[config.mk]
export PLATFORM = sky130hd
export DESIGN_NAME = mmuc_regs
export DESIGN_NICKNAME = d
export VERILOG_FILES = /design/src/pkg/mmuc_pkg.sv /design/src/pkg/mmuc_map_if.sv /design/src/rtl/mmuc_regs.sv /design/src/rtl/mmuc_xlat.sv
export SDC_FILE = /design/constraint.sdc
export NUM_CORES = 1
export LEC_CHECK = 0
export ABC_AREA = 0
export BUFFER_PORTS_ARGS = -buffer_cell sky130_fd_sc_hd__buf_2
export CORE_MARGIN = 2
export CORE_UTILIZATION = 50
export DETAILED_ROUTE_END_ITERATION = 16
export PLACE_DENSITY = 0.77
export SYNTH_ARGS = -nofsm -noshare
export SYNTH_HDL_FRONTEND = slang
export SYNTH_SLANG_ARGS = --single-unit
[constraint.sdc]
create_clock -name mclk -period 2.8 [get_ports mclk]
set_input_delay 0.84 -clock mclk [delete_from_list [all_inputs] [get_ports mclk]]
set_output_delay 0.84 -clock mclk [all_outputs]
set_load 0.01 [all_outputs]
[src/pkg/mmuc_pkg.sv]
// shared constants for the mmu and mode control register bank
package mmuc_pkg;
    localparam logic [7:0]  OFS_COMMON1_BASE  = 8'h38;
    localparam logic [7:0]  OFS_BANK_BASE     = 8'h39;
    localparam logic [7:0]  OFS_AREA_BOUNDS   = 8'h3a;
    localparam logic [7:0]  OFS_OPT_CONTROL   = 8'h3e;
    localparam logic [7:0]  OFS_IO_CONTROL    = 8'h3f;
    localparam logic [5:0]  IO_BLOCK_MASK     = 6'h3f;
    localparam logic [7:0]  RST_COMMON1_BASE  = 8'h00;
    localparam logic [7:0]  RST_BANK_BASE     = 8'h00;
    localparam logic [7:0]  RST_AREA_BOUNDS   = 8'hff;
    localparam logic [7:0]  RST_OPT_CONTROL   = 8'h80;
    localparam logic [7:0]  RST_IO_CONTROL    = 8'h00;
    localparam int          BIT_FETCH_EN      = 7;
    localparam int          BIT_IO_HALT       = 5;
    localparam int          BIT_RELOC_HI      = 7;
    localparam int          BIT_RELOC_LO      = 6;
    localparam int          PAGE_SHIFT        = 12;
    localparam int          PHYS_W            = 20;
    localparam int          BANK_PHYS_W       = 19;
    localparam logic [1:0]  AREA_COMMON0      = 2'h0;
    localparam logic [1:0]  AREA_BANK         = 2'h1;
    localparam logic [1:0]  AREA_COMMON1      = 2'h2;
endpackage

[src/pkg/mmuc_map_if.sv]
// mapping settings passed from register bank to the address translator
`timescale 1ns/100ps
interface mmuc_map_if;
    logic [7:0] bank_base;
    logic [7:0] common1_base;
    logic [3:0] common1_start_field;
    logic [3:0] bank_start_field;
    modport regs (output bank_base, output common1_base, output common1_start_field, output bank_start_field);
    modport xlat (input bank_base, input common1_base, input common1_start_field, input bank_start_field);
endinterface

[src/rtl/mmuc_regs.sv]
// mmu and operating mode register bank with fetch strobe and return fetch control
`timescale 1ns/100ps
// Notes on behaviour
// - bank base forms 19-bit bank area address
// - bank base clears on reset
// - logical space split into three areas
// - upper nibble starts common area one
// - common one start field resets all ones
// - lower nibble starts bank area
// - bank start field resets all ones
// - fetch strobe enable resets to one
// - enabled strobe marks fetch and acknowledge cycles
// - enabled mode fetches return once
// - disabled strobe stays high on fetches
// - disabled mode refetches return with strobe
// - relocation picks io block, upper byte zero
// - relocation bits clear on reset
// - halt bit set by write, cleared by write/reset
// - common base forms 20-bit common one address
module mmuc_regs (
    input  wire logic        mclk,
    input  wire logic        srst,
    input  wire logic [15:0] io_addr,
    input  wire logic [7:0]  io_wdata,
    input  wire logic        io_wr,
    input  wire logic        io_rd,
    input  wire logic [15:0] log_addr,
    input  wire logic        opcode_fetch,
    input  wire logic        interrupt_line_zero_ack,
    input  wire logic        nmi_ack_first,
    input  wire logic        return_from_interrupt_instr_fetched,
    output logic      [7:0]  io_rdata_q,
    output logic             io_hit_q,
    output logic      [19:0] phys_addr_q,
    output logic      [1:0]  area_q,
    output logic             fetch_cycle_strobe_n_q,
    output logic             return_from_interrupt_instr_refetch_q,
    output logic             return_from_interrupt_instr_single_q,
    output logic             io_halt_mode_q
);
    typedef enum logic [1:0] {MMUC_IDLE, MMUC_REFETCH} mmuc_return_from_interrupt_instr_e;

    logic [7:0] common1_base_q;
    logic [7:0] bank_base_q;
    logic [7:0] area_bounds_q;
    logic [7:0] opt_control_q;
    logic [7:0] io_control_q;
    mmuc_return_from_interrupt_instr_e return_from_interrupt_instr_state_q;
    mmuc_return_from_interrupt_instr_e return_from_interrupt_instr_state_d;
    logic       fetch_en;
    logic       block_hit;
    logic       wr_hit;
    logic       rd_hit;
    logic [7:0] rdata_d;
    logic       strobe_cycle;
    logic       strobe_n_d;
    logic       refetch_d;

    mmuc_map_if map_bus ();

    assign map_bus.bank_base           = bank_base_q;
    assign map_bus.common1_base        = common1_base_q;
    assign map_bus.common1_start_field = area_bounds_q[7:4];
    assign map_bus.bank_start_field    = area_bounds_q[3:0];

    mmuc_xlat u_xlat (
        .mclk        (mclk),
        .srst        (srst),
        .map         (map_bus),
        .log_addr    (log_addr),
        .phys_addr_q (phys_addr_q),
        .area_q      (area_q)
    );

    // the internal block sits in page zero of io space; relocation chooses 64 bytes of it
    assign block_hit = (io_addr[15:8] == 8'h00)
                       && (io_addr[7:6] == io_control_q[mmuc_pkg::BIT_RELOC_HI:mmuc_pkg::BIT_RELOC_LO]);
    assign wr_hit    = io_wr && block_hit;
    assign rd_hit    = io_rd && block_hit;
    assign fetch_en  = opt_control_q[mmuc_pkg::BIT_FETCH_EN];

    // decode on the low six bits; relocation only changes bits 7:6
    always_comb begin
        rdata_d = 8'h00;
        case (io_addr[5:0])
            mmuc_pkg::OFS_COMMON1_BASE[5:0]: rdata_d = common1_base_q;
            mmuc_pkg::OFS_BANK_BASE[5:0]:    rdata_d = bank_base_q;
            mmuc_pkg::OFS_AREA_BOUNDS[5:0]:  rdata_d = area_bounds_q;
            mmuc_pkg::OFS_OPT_CONTROL[5:0]:  rdata_d = opt_control_q;
            mmuc_pkg::OFS_IO_CONTROL[5:0]:   rdata_d = io_control_q;
            default:                         rdata_d = 8'h00;
        endcase
    end

    always_ff @(posedge mclk) begin
        if (srst) begin
            common1_base_q <= mmuc_pkg::RST_COMMON1_BASE;
            bank_base_q    <= mmuc_pkg::RST_BANK_BASE;
            area_bounds_q  <= mmuc_pkg::RST_AREA_BOUNDS;
            opt_control_q  <= mmuc_pkg::RST_OPT_CONTROL;
            io_control_q   <= mmuc_pkg::RST_IO_CONTROL;
        end else if (wr_hit) begin
            case (io_addr[5:0])
                mmuc_pkg::OFS_COMMON1_BASE[5:0]: common1_base_q <= io_wdata;
                mmuc_pkg::OFS_BANK_BASE[5:0]:    bank_base_q    <= io_wdata;
                mmuc_pkg::OFS_AREA_BOUNDS[5:0]:  area_bounds_q  <= io_wdata;
                mmuc_pkg::OFS_OPT_CONTROL[5:0]:  opt_control_q  <= io_wdata & mmuc_pkg::RST_OPT_CONTROL;
                // low bits unused here, kept zero
                mmuc_pkg::OFS_IO_CONTROL[5:0]:   io_control_q   <= io_wdata & 8'he0;
                default: ;
            endcase
        end
    end

    always_ff @(posedge mclk) begin
        if (srst) begin
            io_rdata_q <= 8'h00;
            io_hit_q   <= 1'b0;
        end else begin
            io_rdata_q <= rd_hit ? rdata_d : 8'h00;
            io_hit_q   <= rd_hit || wr_hit;
        end
    end

    // return fetch: enabled mode fetches once; disabled mode adds a strobed refetch
    always_comb begin
        return_from_interrupt_instr_state_d = return_from_interrupt_instr_state_q;
        case (return_from_interrupt_instr_state_q)
            MMUC_IDLE:    return_from_interrupt_instr_state_d = (return_from_interrupt_instr_fetched && !fetch_en) ? MMUC_REFETCH : MMUC_IDLE;
            MMUC_REFETCH: return_from_interrupt_instr_state_d = MMUC_IDLE;
            default:      return_from_interrupt_instr_state_d = MMUC_IDLE;
        endcase
    end

    assign strobe_cycle = fetch_en ? (opcode_fetch || interrupt_line_zero_ack || nmi_ack_first)
                                   : (interrupt_line_zero_ack || nmi_ack_first);
    assign refetch_d    = return_from_interrupt_instr_state_q == MMUC_REFETCH;
    // the legacy refetch always carries the strobe so outside peripherals can decode it
    assign strobe_n_d   = !(strobe_cycle || refetch_d);

    always_ff @(posedge mclk) begin
        if (srst) begin
            return_from_interrupt_instr_state_q           <= MMUC_IDLE;
            fetch_cycle_strobe_n_q <= 1'b1;
            return_from_interrupt_instr_refetch_q         <= 1'b0;
            return_from_interrupt_instr_single_q          <= 1'b0;
            io_halt_mode_q         <= 1'b0;
        end else begin
            return_from_interrupt_instr_state_q           <= return_from_interrupt_instr_state_d;
            fetch_cycle_strobe_n_q <= strobe_n_d;
            return_from_interrupt_instr_refetch_q         <= refetch_d;
            return_from_interrupt_instr_single_q          <= return_from_interrupt_instr_fetched && fetch_en;
            io_halt_mode_q         <= io_control_q[mmuc_pkg::BIT_IO_HALT];
        end
    end
endmodule // mmuc_regs

[src/rtl/mmuc_xlat.sv]
// logical to physical address translator, registered outputs
`timescale 1ns/100ps
module mmuc_xlat (
    input  wire logic        mclk,
    input  wire logic        srst,
    mmuc_map_if.xlat         map,
    input  wire logic [15:0] log_addr,
    output logic      [19:0] phys_addr_q,
    output logic      [1:0]  area_q
);
    logic [3:0]  page;
    logic        in_common1;
    logic        in_bank;
    logic [19:0] bank_sum;
    logic [19:0] common_sum;
    logic [19:0] phys_d;
    logic [1:0]  area_d;

    assign page       = log_addr[15:12];
    // common area 1 wins when both boundaries sit on the same page
    assign in_common1 = page >= map.common1_start_field;
    assign in_bank    = !in_common1 && (page >= map.bank_start_field);
    // bank area only reaches 19 bits, the top bit is forced low
    assign bank_sum   = {1'b0, 19'({4'h0, log_addr} + {map.bank_base, 12'h000})};
    // common area 1 wraps inside the 20-bit physical space
    assign common_sum = {4'h0, log_addr} + {map.common1_base, 12'h000};
    assign phys_d     = in_common1 ? common_sum : (in_bank ? bank_sum : {4'h0, log_addr});
    assign area_d     = in_common1 ? mmuc_pkg::AREA_COMMON1 : (in_bank ? mmuc_pkg::AREA_BANK : mmuc_pkg::AREA_COMMON0);

    always_ff @(posedge mclk) begin
        if (srst) begin
            phys_addr_q <= 20'h00000;
            area_q      <= mmuc_pkg::AREA_COMMON0;
        end else begin
            phys_addr_q <= phys_d;
            area_q      <= area_d;
        end
    end
endmodule // mmuc_xlat

* Word-level counts from Yosys, hierarchy flattened
Index checks and enable logic that the tools add are counted. Widths: inputs -> output; s select.
Word-level totals: register bits 65, input port bits 48, word-level logic and storage cells 59
Operators by class: $add $sub $neg 2, magnitude comparators 2, equal/unequal tests 7, multiplexer cells 7, bitwise logic cells 2, reductions and logical operators 24
Operator list (number):
- $pmux 8 s5 | 1
- $eq 6x6->1 const B | 5
- $add 16x20->20 | 1
- $mux 20 | 1
- $add 16x19->19 | 1
- $mux 19 | 1
- $reduce_and 2->1 | 5
- $ge 4x4->1 | 2
- $logic_not 8->1 | 1
- $logic_and 1x1->1 | 6
- $reduce_or 2->1 | 3
- $logic_or 1x1->1 | 5
- $logic_not 1->1 | 3
- $mux 1 | 3
- $eq 2x1->1 const B | 1
- $eq 2x2->1 | 1
- $logic_not 2->1 | 1
- $mux 2 | 1
- $not 1->1 | 2

* Logic depth before layout (Yosys ltp)
word-level depth 5, gate-level depth with buffers 8, mapped depth without buffers 8

* By module
Synthesis repeated with hierarchy kept, for this count alone.
Second synthesis, totals: cell total of the unflattened synthesis 343, area, all modules 3269.4 sq um
By module, submodules not included:
- mmuc_regs | instances 1, cells each 207, area each 1959.4 sq um, sequential area each 840.8 sq um
- mmuc_xlat | instances 1, cells each 136, area each 1310.0 sq um, sequential area each 440.4 sq um

* Least setup slack after synthesis
Ideal clock, no wire load.
path type in2reg, from input port log_addr[12], to register u_xlat.phys_addr_q[16], library setup time 0.092 ns, arrival time 2.410 ns, path slack 0.298 ns, stages on the path 8, path buffers 1, path through inv_1 -> ha_1 -> nand2b_1 -> a2111oi_0 -> or3_1 -> clkbuf_1 -> nand2_1 -> o32ai_1
On the way: word-level cells in the longest chain between the ends 5
RTL lines:
- start: declaration | RTL line mmuc_regs.sv:27 | input wire logic [15:0] log_addr,
- branches (longest 4 deep; another with $add 16x19->19)
- $mux 20 * | RTL line mmuc_xlat.sv:27 | assign phys_d = in_common1 ? common_sum : (in_bank ? bank_sum : {4'h0, log_addr});
- end signal: assignment | RTL line mmuc_xlat.sv:35 | phys_addr_q <= phys_d;
- end: declaration | RTL line mmuc_xlat.sv:8 | output logic [19:0] phys_addr_q,
Mark *: on every way between the ends. A chain may end at the register's enable or synchronous reset.

* Worst setup path after layout
Same ends and word-level chain as after synthesis.

==> run metrics <==
DPL Wire Length=5040 um; Final ANT Viol Nets=0; layout cell share with drive strength beyond 1=28.5%; die span in y=81.1 um; LEAKAGE=0.00186 uW; setup bufs post-CTS=0; clock power share=45.7%; Synth Instances=310; CTS max path bufs=2; Mean Syn Cell Area=9.59 um2; global route overflow=0; post-synth top area share=43.1%; worst skew pair latency=350 ps; most common cell in the synthesized netlist=dfxtp_1; post-layout instance area=0.00371 mm2; CTS buffer count=9; Top Ports=83; routed wire length=6760 um; status=finished clean; via count=2490; Die W=81.1 um; clock transition at the registers of the reported paths=80 ps; Gate power share=7.5%; Remaining DRCs=0; Critical Path Start Type=input pin; total negative slack=0 ps; Vias/cell=5.21; gpl congestion=0.798; largest net degree at the start of global routing=61; gr usage total=22.3%; top cells by count, synth=64 x dfxtp_1, 51 x nor2_1, 35 x mux2i_1; Sw Share=23.4%; internal power=1520 uW; CTS Sinks=64; Hold Crit Class=register to register; CTS Root Cell=clkbuf_8; vias in the first global route=2369; # port buffers=82; Std-Cell Rows=28; Clock Skew=8.28 ps; Sw Pwr=464 uW; Crit path required time=3060 ps; Tmin final=2490 ps; H-Tree Level Count=3; Tcrit/Tclk final=88.9%; final net count=464; number of synthesized flops with an enable pin=0; Final Hold Viols=0; WL/cell=14.2 um; initial antenna violation count=0; R2R depth=6; Die ar.=0.00658 mm2; Seq/Total Area, Yosys=43.1%; dominant cells by area after synthesis=dfxtp_1 43%, mux2i_1 12%, ha_1 6.7%; CTS Hold Bufs=0; ant diodes=0; pwr dens=534 mW/mm2; Mapped Area=0.00297 mm2; CTS tree=built; Synth Warn #=0; Max-slew headroom=40.1%; Core ar.=0.00585 mm2; Max Cap Viol=0; Worst Setup End Kind=register; CTS resizes=0; maximum vdd ir drop=0.451 mV; sequential power share=46.8%; Cell Area, Placed=0.00349 mm2; Iter 0 DRT Violations=148; FMAX=402 MHz; post-synth top area cell=dfxtp_1; crit path max fanout=7; CP arrival=2750 ps; asr flop ratio synth=0%; WHS=447 ps; number of library cell types mapped by synthesis=47; Syn Nets=376; Most used DFF post-synth=dfxtp_1; Initial DRT Pass Iterations=5; first-pass GRT wire length=10900 um; worst slew pin tran=892 ps; RSZ-0062 raised after global routing=false; crit path kind=input pin to register; max-slew violations=0; Initial Util=50.8%; final number of setup-violating endpoints=0; Worst Hold Path Cells=1; synthesis-to-layout area growth=24.9%; post-synthesis register bit count=64
-- path summary, 6_finish.rpt --
check                                                    startpoint                                                end  slack, ps
setup / recovery                                       log_addr[12]                  u_xlat.phys_addr_q[16]$_SDFF_PP0_        310
hold / removal    return_from_interrupt_instr_state_q[0]$_SDFF_PP0_  return_from_interrupt_instr_state_q[0]$_SDFF_PP0_        450
setup reg to reg                      area_bounds_q[0]$_SDFFE_PP1P_                  u_xlat.phys_addr_q[16]$_SDFF_PP0_        650
hold reg to reg   return_from_interrupt_instr_state_q[0]$_SDFF_PP0_  return_from_interrupt_instr_state_q[0]$_SDFF_PP0_        450
-- layer usage --
metal	wire, um	global-route usage, %	part of all wire, %	vias up
li1	-	-	-	1253
met3	361	6.44	5.3	15
met4	143	10.0	2.1	0
met1	3060	27.3	45	1147
met2	3200	36.4	47	75
met5	0	0	0	-
-- through the flow --
step / std cells / worst slack, ps / total power, uW / utilization (%)
2_1_floorplan: 310 / 298 / 1030 / -
3_3_place_gp: 462 / 74.9 / 1100 / 59.6
3_5_place_dp: 462 / 1.36 / 1100 / 59.6
4_1_cts: 478 / 356 / 1990 / 63.5
5_1_grt: 478 / 166 / 2070 / 63.5
6_report: 478 / 311 / 1990 / 63.5
-- cells by family after synthesis --
kind of cell	after synthesis	synth area share [%]
AO/OA/AOI/OAI	39	9.00
multiplexers	39	13.3
XOR/XNOR	11	3.24
flip-flops	64	43.1
AND/OR/NAND/NOR	111	19.5
buffers and inverters	28	3.79
adder cells (fa/ha/maj)	18	8.08
-- registers in the layout, indices dropped and copies added, names as in the netlist --
name,flops
io_halt_mode_q,1
return_from_interrupt_instr_single_q,1
io_hit_q,1
fetch_cycle_strobe_n_q,1
opt_control_q,1
io_rdata_q,8
u_xlat.area_q,2
area_bounds_q,8
u_xlat.phys_addr_q,20
return_from_interrupt_instr_refetch_q,1
return_from_interrupt_instr_state_q,1
common1_base_q,8
io_control_q,3
bank_base_q,8
-- cell usage in the layout (no fill, tap or decap), types with 3 or more instances in the layout --
cell      instances
buf_2            82
nor3_1            7
and2_1            3
inv_1            17
a21oi_1          13
nor2b_1          15
xor2_1            8
a211oi_1          4
a22oi_1           3
buf_4             5
xnor2_1           3
nand2b_1          9
o22ai_1           3
nor2_1           51
mux2_2            4
nand2_1           5
dfxtp_1          64
ha_1             16
clkbuf_8         10
nand3_1           5
mux2i_1          35
-- layout make-up --
cell class	count	area (um2)
clock buffers	10	138
clock inverters	6	90.1
fillers	505	2140
inverters	17	63.8
multi-input cells	218	1580
flip-flops and latches	64	1280
well taps	75	93.8
repair buffers	88	468
-- critical path, stage by stage --
cell and delay (ps):
buf_2 110, inv_1 60, ha_1 270, nand2b_1 90, a2111oi_0 100, nor3_1 750
nand2_1 230, o32ai_1 290
-- power by group through the flow --
stage          combinational [uW]  sequential, uW  clock (uW)
3_3_place_gp                  145             950           0
3_5_place_dp                  149             950           0
4_1_cts                       150             929         914
5_1_grt                       165             930         974
6_report                      149             929         907
2_1_floorplan                67.4             959           0
(Power assumes the default switching activity.)
